$ cat src/rtc_consts.svh
`ifndef RTC_CONSTS_SVH
`define RTC_CONSTS_SVH

// ---------------------------------------------------------------------------
// clock source selection
// ---------------------------------------------------------------------------
`define RTC_SRC_AUX        1'b0
`define RTC_SRC_MAIN       1'b1

// ---------------------------------------------------------------------------
// fixed dividers in front of the timer chain
// ---------------------------------------------------------------------------
`define RTC_MAIN_DIV_W     5
`define RTC_MAIN_DIV_LAST  5'h1f
`define RTC_PRE_W          3
`define RTC_PRE_LAST       3'h7

// ---------------------------------------------------------------------------
// stage indices in request vectors
// ---------------------------------------------------------------------------
`define RTC_NSTAGE         5
`define RTC_IDX_PRE_TMR    0
`define RTC_IDX_SUB0       1
`define RTC_IDX_SUB1       2
`define RTC_IDX_SUB2       3
`define RTC_IDX_SUB3       4

// ---------------------------------------------------------------------------
// reset values
// ---------------------------------------------------------------------------
`define RTC_MAIN_DIV_RST   5'h00
`define RTC_PRE_RST        3'h0
`define RTC_REQ_RST        5'h00

`endif

$ cat src/rtc_pkg.sv
`include "rtc_consts.svh"

package rtc_pkg;

	// ---------------------------------------------------------------------------
	// state of the chain front end and request outputs
	// ---------------------------------------------------------------------------
	typedef struct packed {
		logic [`RTC_MAIN_DIV_W-1:0] main_div;
		logic [`RTC_PRE_W-1:0]      pre;
		logic [`RTC_NSTAGE-1:0]     req;
		logic                       node;
		logic                       wake;
	} rtc_state_t;

endpackage

$ cat src/rtc_stage.sv
`timescale 1ns/10ps

module rtc_stage #(
	parameter int W = 16
) (
	input  wire logic         core_clk,
	input  wire logic         rst_n,
	input  wire logic         tick,
	input  wire logic [W-1:0] reload,
	input  wire logic         wr_en,
	input  wire logic [W-1:0] wr_data,
	output logic      [W-1:0] count,
	output logic              ovf
);

	typedef struct packed {
		logic [W-1:0] count;
	} rtc_stage_state_t;

	rtc_stage_state_t s_q;
	rtc_stage_state_t s_d;

	// ---------------------------------------------------------------------------
	// up-counter with reload on overflow; a write overrides a tick
	// ---------------------------------------------------------------------------
	assign ovf   = tick && !wr_en && (s_q.count == {W{1'b1}});
	assign count = s_q.count;

	// next count value
	always_comb begin
		s_d = s_q;
		if (wr_en) begin
			s_d.count = wr_data;
		end else if (ovf) begin
			s_d.count = reload;
		end else if (tick) begin
			s_d.count = s_q.count + {{(W-1){1'b0}}, 1'b1};
		end
	end

	// rst_n is power-on only; system resets do not reach it
	always_ff @(posedge core_clk) begin
		if (!rst_n) begin
			s_q <= '0;
		end else begin
			s_q <= s_d;
		end
	end

endmodule

$ cat src/rtc_divider_chain.sv
// Operation
// - timebase is aux oscillator ticks or main oscillator ticks divided by 32.
// - timebase does not depend on the system clock generation mode.
// - optional 8:1 prescaler first, enabled or bypassed by software.
// - reloadable 16-bit prescaler timer counts the prescaled timebase.
// - prescaler timer feeds four chained reloadable sub-timers: 10, 6, 6, 10 bits.
// - the 32-bit block is read and written as high and low halves.
// - all timers count up and each can raise its own request.
// - all stage requests merge into one node request.
// - timer state is untouched by system reset, only power-on clears it.
// - in sleep or power-down the chain optionally keeps running.
// - selected stage overflows give periodic wake-up pulses during sleep.
`timescale 1ns/10ps
`include "rtc_consts.svh"

module rtc_divider_chain
	import rtc_pkg::*;
#(
	parameter int PRE_TMR_W = 16,
	parameter int SUB0_W    = 10,
	parameter int SUB1_W    = 6,
	parameter int SUB2_W    = 6,
	parameter int SUB3_W    = 10
) (
	input  wire logic                         core_clk,
	input  wire logic                         rst_n,
	input  wire logic                         aux_osc_tick,
	input  wire logic                         main_osc_tick,
	input  wire logic                         clk_src_sel,
	input  wire logic                         prescale_en,
	input  wire logic                         low_power,
	input  wire logic                         run_in_sleep,
	input  wire logic [PRE_TMR_W-1:0]         prescaler_timer_reload,
	input  wire logic                         prescaler_timer_wr,
	input  wire logic [PRE_TMR_W-1:0]         prescaler_timer_wr_data,
	input  wire logic [SUB0_W-1:0]            sub0_reload,
	input  wire logic [SUB1_W-1:0]            sub1_reload,
	input  wire logic [SUB2_W-1:0]            sub2_reload,
	input  wire logic [SUB3_W-1:0]            sub3_reload,
	input  wire logic                         rtc_count_high_wr,
	input  wire logic                         rtc_count_low_wr,
	input  wire logic [SUB3_W+SUB2_W-1:0]     rtc_count_high_wr_data,
	input  wire logic [SUB1_W+SUB0_W-1:0]     rtc_count_low_wr_data,
	input  wire logic [`RTC_NSTAGE-1:0]       req_en,
	input  wire logic [`RTC_NSTAGE-1:0]       wake_en,
	output logic      [PRE_TMR_W-1:0]         prescaler_timer,
	output logic      [SUB3_W+SUB2_W-1:0]     rtc_count_high,
	output logic      [SUB1_W+SUB0_W-1:0]     rtc_count_low,
	output logic      [`RTC_NSTAGE-1:0]       stage_req,
	output logic                              node_req,
	output logic                              wakeup
);

	// ---------------------------------------------------------------------------
	// state and chain wiring
	// ---------------------------------------------------------------------------
	rtc_state_t             s_q;
	rtc_state_t             s_d;
	logic                   run;
	logic                   main_div_tick;
	logic                   src_tick;
	logic                   rtc_tick;
	logic [`RTC_NSTAGE-1:0] ovf;
	logic [SUB0_W-1:0]      sub0_count;
	logic [SUB1_W-1:0]      sub1_count;
	logic [SUB2_W-1:0]      sub2_count;
	logic [SUB3_W-1:0]      sub3_count;

	// wrap test shared by both fixed dividers
	function automatic logic at_last(input logic [7:0] value, input logic [7:0] last);
		at_last = (value == last);
	endfunction

	// ---------------------------------------------------------------------------
	// timebase selection and prescaler
	// ---------------------------------------------------------------------------
	// the chain stops only in low-power mode without the keep-running option
	assign run = !low_power || run_in_sleep;

	// ticks come straight from the oscillators, never from the system clock tree
	assign main_div_tick = main_osc_tick &&
		at_last({3'h0, s_q.main_div}, {3'h0, `RTC_MAIN_DIV_LAST});
	assign src_tick = run && ((clk_src_sel == `RTC_SRC_MAIN) ? main_div_tick
		: aux_osc_tick);

	// 8:1 prescaler or bypass
	assign rtc_tick = prescale_en ?
		(src_tick && at_last({5'h00, s_q.pre}, {5'h00, `RTC_PRE_LAST})) : src_tick;

	// ---------------------------------------------------------------------------
	// timer chain: each overflow is the next stage's tick
	// ---------------------------------------------------------------------------
	rtc_stage #(
		.W (PRE_TMR_W)
	) u_pre_tmr (
		.core_clk (core_clk),
		.rst_n    (rst_n),
		.tick     (rtc_tick),
		.reload   (prescaler_timer_reload),
		.wr_en    (prescaler_timer_wr),
		.wr_data  (prescaler_timer_wr_data),
		.count    (prescaler_timer),
		.ovf      (ovf[`RTC_IDX_PRE_TMR])
	);

	rtc_stage #(
		.W (SUB0_W)
	) u_sub0 (
		.core_clk (core_clk),
		.rst_n    (rst_n),
		.tick     (ovf[`RTC_IDX_PRE_TMR]),
		.reload   (sub0_reload),
		.wr_en    (rtc_count_low_wr),
		.wr_data  (rtc_count_low_wr_data[SUB0_W-1:0]),
		.count    (sub0_count),
		.ovf      (ovf[`RTC_IDX_SUB0])
	);

	rtc_stage #(
		.W (SUB1_W)
	) u_sub1 (
		.core_clk (core_clk),
		.rst_n    (rst_n),
		.tick     (ovf[`RTC_IDX_SUB0]),
		.reload   (sub1_reload),
		.wr_en    (rtc_count_low_wr),
		.wr_data  (rtc_count_low_wr_data[SUB1_W+SUB0_W-1:SUB0_W]),
		.count    (sub1_count),
		.ovf      (ovf[`RTC_IDX_SUB1])
	);

	rtc_stage #(
		.W (SUB2_W)
	) u_sub2 (
		.core_clk (core_clk),
		.rst_n    (rst_n),
		.tick     (ovf[`RTC_IDX_SUB1]),
		.reload   (sub2_reload),
		.wr_en    (rtc_count_high_wr),
		.wr_data  (rtc_count_high_wr_data[SUB2_W-1:0]),
		.count    (sub2_count),
		.ovf      (ovf[`RTC_IDX_SUB2])
	);

	rtc_stage #(
		.W (SUB3_W)
	) u_sub3 (
		.core_clk (core_clk),
		.rst_n    (rst_n),
		.tick     (ovf[`RTC_IDX_SUB2]),
		.reload   (sub3_reload),
		.wr_en    (rtc_count_high_wr),
		.wr_data  (rtc_count_high_wr_data[SUB3_W+SUB2_W-1:SUB2_W]),
		.count    (sub3_count),
		.ovf      (ovf[`RTC_IDX_SUB3])
	);

	// ---------------------------------------------------------------------------
	// software view of the 32-bit block
	// ---------------------------------------------------------------------------
	assign rtc_count_high = {sub3_count, sub2_count};
	assign rtc_count_low  = {sub1_count, sub0_count};

	// ---------------------------------------------------------------------------
	// next state: dividers, requests, wake-up
	// ---------------------------------------------------------------------------
	always_comb begin
		s_d = s_q;
		// main divider runs whenever the main oscillator ticks and the chain runs
		if (run && main_osc_tick) begin
			s_d.main_div = s_q.main_div + `RTC_MAIN_DIV_W'(1);
		end
		// prescaler advances only while enabled, so enabling starts a full 8 count
		if (!prescale_en) begin
			s_d.pre = `RTC_PRE_RST;
		end else if (src_tick) begin
			s_d.pre = s_q.pre + `RTC_PRE_W'(1);
		end
		s_d.req  = ovf & req_en;
		s_d.node = |(ovf & req_en);
		s_d.wake = low_power && (|(ovf & wake_en));
	end

	// power-on reset only; system resets leave the timekeeping intact
	always_ff @(posedge core_clk) begin
		if (!rst_n) begin
			s_q.main_div <= `RTC_MAIN_DIV_RST;
			s_q.pre      <= `RTC_PRE_RST;
			s_q.req      <= `RTC_REQ_RST;
			s_q.node     <= 1'b0;
			s_q.wake     <= 1'b0;
		end else begin
			s_q <= s_d;
		end
	end

	// ---------------------------------------------------------------------------
	// outputs
	// ---------------------------------------------------------------------------
	assign stage_req = s_q.req;
	assign node_req  = s_q.node;
	assign wakeup    = s_q.wake;

endmodule

$ cat config.mk
export PLATFORM = sky130hd
export DESIGN_NAME = rtc_divider_chain
export DESIGN_NICKNAME = d
export VERILOG_FILES = /design/src/rtc_pkg.sv /design/src/rtc_stage.sv /design/src/rtc_divider_chain.sv
export VERILOG_INCLUDE_DIRS = /design/src
export SDC_FILE = /design/constraint.sdc
export NUM_CORES = 1
export LEC_CHECK = 0
export BUFFER_PORTS_ARGS = -buffer_cell sky130_fd_sc_hd__buf_2
export CELL_PAD_IN_SITES_DETAIL_PLACEMENT = 0
export CELL_PAD_IN_SITES_GLOBAL_PLACEMENT = 2
export CORE_MARGIN = 3
export CORE_UTILIZATION = 30
export CTS_CLUSTER_DIAMETER = 60
export DETAILED_ROUTE_END_ITERATION = 16
export PLACE_DENSITY_LB_ADDON = 0.1
export SLEW_MARGIN = 15
export SYNTH_ARGS = -nofsm -noshare
export SYNTH_HDL_FRONTEND = slang
export SYNTH_HIERARCHICAL = 1
export SYNTH_SLANG_ARGS = --single-unit
export TNS_END_PERCENT = 10
$ cat constraint.sdc
create_clock -name core_clk -period 7.05 [get_ports core_clk]
set_input_delay 0 -clock core_clk [delete_from_list [all_inputs] [get_ports core_clk]]
set_output_delay 0 -clock core_clk [all_outputs]
set_load 0.02 [all_outputs]
After elaboration in Yosys (flattened, before gate mapping)
Index checks and enable logic that the tools add are counted.
{"block": "classes", "add_sub_neg": 7, "eq_ne": 7, "n_mux": 17, "bitwise": 2, "n_reduce_logical": 28}
{"op": "10-bit two-way mux", "n": 6}
{"op": "16-bit two-way mux", "n": 3}
{"op": "6-bit two-way mux", "n": 6}
{"op": "10-bit by 1-bit adder with 10-bit output (second input constant)", "n": 2}
{"op": "10-bit == test (second input constant)", "n": 2}
{"op": "16-bit by 1-bit adder with 16-bit output (second input constant)", "n": 1}
{"op": "16-bit == test (second input constant)", "n": 1}
{"op": "1-bit logical AND", "n": 15}
{"op": "3-bit nonzero test", "n": 5}
{"op": "6-bit by 1-bit adder with 6-bit output (second input constant)", "n": 2}
{"op": "6-bit == test (second input constant)", "n": 2}
{"op": "5-bit bitwise AND", "n": 2}
{"op": "5-bit OR reduction", "n": 2}
{"op": "5-bit by 1-bit adder with 5-bit output (second input constant)", "n": 1}
{"op": "5-bit == test (second input constant)", "n": 1}
{"op": "1-bit logical NOT", "n": 4}
{"op": "3-bit by 1-bit adder with 3-bit output (second input constant)", "n": 1}
{"op": "3-bit == test (second input constant)", "n": 1}
{"op": "1-bit two-way mux", "n": 2}
{"op": "2-bit AND reduction", "n": 1}
{"op": "1-bit logical OR", "n": 1}
{"block": "word_totals", "register_bits": 63, "inputBits": 117, "out_inout_bits": 55, "wordCells": 71}

Logic depth before layout (Yosys ltp)
{"block": "logic_depth", "ltp_word": 19, "depth_mapped": 22, "depth_no_buf": 17}

Cells and area by module
Netlist, hierarchy kept.
{"module": "rtc_stage (u_sub0 ...)", "instances": 2, "cells_each": 92, "area_each_um2": 747.0, "seq_area_each_um2": 200.2}
{"module": "rtc_stage (u_pre_tmr)", "instances": 1, "cells_each": 165, "area_each_um2": 1231.2, "seq_area_each_um2": 320.3}
{"module": "rtc_stage (u_sub1 ...)", "instances": 2, "cells_each": 59, "area_each_um2": 506.7, "seq_area_each_um2": 120.1}
{"module": "rtc_divider_chain", "instances": 1, "cells_each": 73, "area_each_um2": 701.9, "seq_area_each_um2": 300.3}

Worst setup path after synthesis
Ideal clock, no wire load.
{"block": "synth_path", "path_type": "reg-to-reg", "start": "register s_q[10] (netlist name)", "end": "register u_sub3.s_q (netlist bit u_sub3/count[8])", "setup_ps": 118, "t_arrival_ps": 3894, "t_required_ps": 6932, "path_slack_ps": 3038, "stages_incl_launch_ff": 23, "path_buffers": 5, "period_less_slack_ps": 4012, "path_cell_list": "dfxtp_1 > ha_1 > and3_1 > ha_1 > a21boi_2 > nor3_2 > a21boi_0 > buf_2 > and2b_2 > nand3_1 > nor2_4 > buf_6 > nand2_1 > nor2_1 > buf_4 > nor3b_2 > buf_4 > nor3b_2 > buf_6 > nand2_1 > nor3_1 > nand4_1 > o2111a_1"}
{"block": "synth_via", "elab_chain_cells": 18, "word_cells_on_any_way": 19, "cone_classes": "eq/ne (1); mux (4); reduce/logical (14)"}
{"item": "from (decl)", "line": "rtc_divider_chain.sv:57", "text": "rtc_state_t s_q;"}
{"item": "5-bit == test *", "line": "rtc_divider_chain.sv:71", "text": "at_last = (value == last);"}
{"item": "1-bit logical AND *", "line": "rtc_divider_chain.sv:81", "text": "assign main_div_tick = main_osc_tick &&"}
{"item": "1-bit two-way mux *", "line": "rtc_divider_chain.sv:83", "text": "assign src_tick = run && ((clk_src_sel == `RTC_SRC_MAIN) ? main_div_tick"}
{"item": "1-bit logical AND *", "line": "rtc_divider_chain.sv:83"}
{"item": "1-bit logical AND", "line": "rtc_divider_chain.sv:88", "text": "(src_tick && at_last({5'h00, s_q.pre}, {5'h00, `RTC_PRE_LAST})) : src_tick;"}
{"item": "1-bit two-way mux *", "line": "rtc_divider_chain.sv:87", "text": "assign rtc_tick = prescale_en ?"}
{"item": "via rtc_tick", "line": "rtc_divider_chain.sv:62", "text": "logic rtc_tick;"}
{"item": "1-bit logical AND * (2 in series)", "line": "rtc_stage.sv:26", "text": "assign ovf = tick && !wr_en && (s_q.count == {W{1'b1}});"}
{"item": "via ovf[0]", "line": "rtc_divider_chain.sv:63", "text": "logic [`RTC_NSTAGE-1:0] ovf;"}
{"item": "[... 2 more ...]"}
{"item": "via ovf[1]", "line": "rtc_divider_chain.sv:63"}
{"item": "1-bit logical AND * (2 in series)", "line": "rtc_stage.sv:26"}
{"item": "via ovf[2]", "line": "rtc_divider_chain.sv:63"}
{"item": "1-bit logical AND * (2 in series)", "line": "rtc_stage.sv:26"}
{"item": "via ovf[3]", "line": "rtc_divider_chain.sv:63"}
{"item": "1-bit logical AND (2 in series)", "line": "rtc_stage.sv:26"}
{"item": "10-bit two-way mux", "line": "rtc_stage.sv:34", "text": "end else if (ovf) begin"}
{"item": "10-bit two-way mux", "line": "rtc_stage.sv:32", "text": "if (wr_en) begin"}
{"item": "to (signal assigned)", "line": "rtc_stage.sv:44", "text": "s_q <= '0;"}
{"item": "to (signal assigned)", "line": "rtc_stage.sv:46", "text": "s_q <= s_d;"}
{"item": "to (decl)", "line": "rtc_stage.sv:20", "text": "rtc_stage_state_t s_q;"}
Mark *: on every way through the listed nets, which the timed path passes. The rest lies on a longest branch.
A chain may end at the register's enable or synchronous reset.

Worst setup path after layout
{"block": "layout_path", "start": "register s_q[10] (netlist name)", "end": "register s_q (netlist bit wakeup)"}
{"block": "layout_via", "elab_chain_cells": 19}
{"item": "5-bit == test *", "line": "rtc_divider_chain.sv:71"}
{"item": "1-bit logical AND *", "line": "rtc_divider_chain.sv:81"}
{"item": "1-bit two-way mux *", "line": "rtc_divider_chain.sv:83"}
{"item": "1-bit logical AND *", "line": "rtc_divider_chain.sv:83"}
{"item": "1-bit logical AND", "line": "rtc_divider_chain.sv:88"}
{"item": "1-bit two-way mux *", "line": "rtc_divider_chain.sv:87"}
{"item": "via rtc_tick", "line": "rtc_divider_chain.sv:62"}
{"item": "1-bit logical AND * (2 in series)", "line": "rtc_stage.sv:26"}
{"item": "via ovf[0]", "line": "rtc_divider_chain.sv:63"}
{"item": "[... 2 more ...]"}
{"item": "via ovf[1]", "line": "rtc_divider_chain.sv:63"}
{"item": "[... 2 more ...]"}
{"item": "via ovf[2]", "line": "rtc_divider_chain.sv:63"}
{"item": "1-bit logical AND * (2 in series)", "line": "rtc_stage.sv:26"}
{"item": "via ovf[3]", "line": "rtc_divider_chain.sv:63"}
{"item": "1-bit logical AND * (2 in series)", "line": "rtc_stage.sv:26"}
{"item": "via ovf[4]", "line": "rtc_divider_chain.sv:63"}
{"item": "5-bit bitwise AND *", "line": "rtc_divider_chain.sv:181", "text": "s_d.wake = low_power && (|(ovf & wake_en));"}
{"item": "5-bit OR reduction *", "line": "rtc_divider_chain.sv:181"}
{"item": "1-bit logical AND *", "line": "rtc_divider_chain.sv:181"}
Marks and branches as above.

==> metrics.log <==
[metrics] number of register bits inferred by synthesis: 63
[metrics] number of synthesized flops with an enable pin: 0
[metrics] antenna diode instance count: 0
[metrics] instance count along the most critical hold path: 3
[metrics] register clock-pin slew on the reported worst setup and hold paths: 0.05 ns
[metrics] Primary FF master, synth: dfxtp_1
[metrics] warnings from Yosys: 6
[metrics] number of nets in the layout: 887
[metrics] Die Wd: 127.7 µm
[metrics] cell count after synthesis: 540
[metrics] buffer type at the clock tree root: clkbuf_16
[metrics] achievable frequency: approximately 170 MHz
[metrics] DP Area: between 0.005 and 0.006 mm²
[metrics] Resize count post-CTS: 0
[metrics] global-route congestion overflow total: 0
[metrics] vertical die dimension: 127.7 µm
[metrics] clock sink total: 63
[metrics] fin crit period: between 5 and 6 ns
[metrics] drt wl/cell: ~17 µm
[metrics] Setup Slack @ Placement: 1.575 ns
[metrics] antenna violations before repair: 1
[metrics] total via count after detailed routing: between 5,000 and 6,000
[metrics] setup repair after global routing missed its margin: false
[metrics] Initial Util: 31.26%
[metrics] antenna violation net count after detailed routing: 0
[metrics] die area: between 0.015 and 0.02 mm²
[metrics] crit start category: flip-flop
[metrics] kind of end point of the critical path: flip-flop
[metrics] Post-CTS Repair Setup Buffers: 0
[metrics] number of placement rows: 43
[metrics] pin count of the biggest net entering global routing: 60
[metrics] DRC violation total after the first TritonRoute iteration: 355
[metrics] area growth from synthesis to final layout: 41.17%
[metrics] worst path required time: about 7.3 ns
[metrics] run status: completed
[metrics] top-level port count: 172
[metrics] most common cell in the synthesized netlist: dfxtp_1
[metrics] worst-path cell chain: ha_1 -> and3_1 -> ha_1 -> a21boi_2 -> nor3_2 -> a21boi_1 -> buf_4 -> and2b_2 -> nand3_1 -> nor2_4 -> buf_4 -> nand2_1 -> nor2_1 -> nor3b_2 -> nor3b_2 -> buf_4 -> nand2_1 -> nor2_1 -> a222oi_1 -> a21oi_1 -> dlygate4sd3_1
[metrics] critical path type: reg2reg
[metrics] sequential cell area fraction in the yosys report: 28.40%
[metrics] final-layout setup total negative slack: 0 ns
[metrics] number of H-tree branching levels: 3
[metrics] number of global-route vias before repair: a little over 5,000
[metrics] Max VDD drop: between 0.1 and 0.15 mV
[metrics] Crit path max-delay family: simple AND/OR/NAND/NOR gates
[metrics] clock tree from TritonCTS: yes
[metrics] Yosys cell types: 77
[metrics] buffers added on ports: between 150 and 200
[metrics] total wire length: ~16,000 µm
[metrics] number of iterations in the first detailed-routing pass: 5
[metrics] Slew HR: between 40% and 50%
[metrics] clock latency on the worst-skew pair: between 0.3 and 0.4 ns
[metrics] CP bufs+invs: 4
[metrics] Worst path most repeated cell: buf_4
[metrics] most area-hungry cell type in the Yosys netlist: dfxtp_1
[metrics] top cell types by occurrence after synthesis: 63 x dfxtp_1, 54 x nand2_1, 31 x a21oi_1
[metrics] core footprint: 0.01420 mm²
[metrics] post-route worst hold slack: 0.009612 ns
[metrics] synthesized netlist net count: roughly 670
[metrics] Final Hold Violating Endpoints: 0
[metrics] routability congestion estimate from global placement: around 0.84
[metrics] total routing resource utilization after global routing: roughly a fifth
[metrics] FF-to-FF path depth: 21
[metrics] arrival time worst endpoint: 6.13 ns
[metrics] worst-margin pin slew: ~0.82 ns
[metrics] final setup violation count: 0
[metrics] post-synthesis cell area: approximately 0.0044 mm²
[metrics] least setup slack across all paths after layout: 1.198 ns
[metrics] fraction of final layout cells sized beyond drive strength 1: 29.45%
[metrics] main area contributors after synthesis: dfxtp_1 28%, nand2_1 4.6%, a21oi_1 3.5%
[metrics] area share of the largest cell type after synthesis: between 20% and 30%
[metrics] mean area per synthesized cell: roughly 8.2 µm²
[metrics] Max Buffers Root-to-Sink: 2
[metrics] share of flip-flops with an asynchronous set or reset: 0%
[metrics] total clock buffers created by CTS: 9
[metrics] HPWL after detailed placement: ~11,000 µm
[metrics] worst min-delay path category: in2reg
[metrics] cell with the largest stage delay on the worst path: nor3b_2
[metrics] total count of max-transition violations in the final report: 0
[metrics] Maximum Capacitance Violations: 0
[metrics] largest stage delay on the critical path: about 0.75 ns
[metrics] ratio of final minimum period to clock period: 83.01%
[metrics] mean number of vias per cell: about 5.5
[metrics] crit path max fanout: 25
[metrics] post-layout instance area: 0.006269 mm²
[metrics] total power density per cell area: 163.7 mW/mm²
[metrics] wire length of the first global-routing pass: 25,560 µm
[metrics] leakage power: about 2.5 nW
[metrics] number of filler instances in the final layout: approximately 1,500
[metrics] count of unresolved DRC violations after routing: 0
[metrics] worst-case clock skew: approximately 0.005 ns
[metrics] number of cells on the critical path: 21
==> cells by family (layout without fill, tap and decap cells) <==
family | after synthesis | count (layout) | share of synthesized area [%]
AND/OR/NAND/NOR | 234 | 234 | 31.39
multiplexers | 11 | 11 | 2.480
AO/OA/AOI/OAI | 161 | 161 | 25.92
adder cells (fa/ha/maj) | 9 | 9 | 2.536
XOR/XNOR | 9 | 9 | 1.775
buffers and inverters | 53 | 277 | 7.495
flip-flops | 63 | 63 | 28.40
==> cells in the final DEF (no fill, tap or decap), types with 8 or more instances in the layout <==
cell           count
inv_1             15
dfxtp_1           63
ha_1               9
nor3_1            18
nor3b_1           17
or3_1              9
dlygate4sd3_1     68
buf_2            171
a21oi_1           31
clkbuf_16          9
nand2b_1          11
nand4_1           19
o211ai_1          11
nand2_1           54
o22ai_1            8
o21ai_0           29
mux2i_1           11
nor2_1             8
and3_1            13
nand3_1           29
==> where the power goes <==
group	switching, W	internal (W)	total (W)	leakage [nW]
logic	0.0000914	0.0000931	0.000184	1.89
clock network	0.000162	0.000273	0.000435	0.141
registers	0.0000318	0.000375	0.000406	0.518
==> final cells by class <==
| cell class | count | area (µm²) | share of cell area, % |
|---|---|---|---|
| Timing Repair Buffer | 244 | 1574 | 25.11 |
| Sequential cell | 63 | 1261 | 20.12 |
| Tap cell | 180 | 225.2 | 3.593 |
| Multi-Input combinational cell | 424 | 2853 | 45.51 |
| Clock buffer | 14 | 284.0 | 4.531 |
| Inverter | 19 | 71.32 | 1.138 |
==> state kept, by name, summed over array words and instances (netlist names), 5 cells and up <==
signal	cells
stage_req	5
u_sub0/count	10
u_sub3/count	10
u_sub2/count	6
u_sub1/count	6
u_pre_tmr/count	16
s_q	8
==> worst reg2reg max path, cell delays in order (launching register included) <==
cell	delay, ns
dfxtp_1	0.36
ha_1	0.17
and3_1	0.16
ha_1	0.15
a21boi_2	0.07
nor3_2	0.30
a21boi_1	0.21
buf_4	0.24
and2b_2	0.23
nand3_1	0.22
nor2_4	0.15
buf_4	0.28
nand2_1	0.13
nor2_1	0.58
nor3b_2	0.75
nor3b_2	0.41
buf_4	0.29
nand2_1	0.10
nor2_1	0.19
a222oi_1	0.10
a21oi_1	0.16
dlygate4sd3_1	0.55
==> path summary, 6_finish.rpt <==
path,startpoint,to,slack (ns)
worst max register to register,s_q[10],wakeup,1.20
worst max-delay path,s_q[10],wakeup,1.20
worst min-delay path,rtc_count_low_wr_data[14],u_sub1/count[4],0.01
worst min register to register,s_q[13],s_q[13],0.47
==> per-stage QoR <==
stage | cells | util [%] | power (W)
finish | 944 | 44.13 | 0.001026
global route | 944 | 44.13 | 0.001079
CTS | 944 | 44.09 | 0.001041
detailed placement | 862 | 37.30 | 0.0005686
global placement | 862 | 37.30 | 0.0005684
floorplan | 540 | - | 0.0004940
==> layer usage <==
layer	GRT usage (%)	vias up	share of wire, %
met5	0	-	0.044
met4	4.994	2	1.3
met3	6.500	17	7.7
met2	33.14	192	48
met1	23.51	2446	43
li1	-	2533	-
==> timing repair <==
action,CTS,global route
endpoints found under the setup margin,0,0
endpoints found under the hold margin,55,0
hold buffers,68,0
Power figures use the tool's default switching activity.
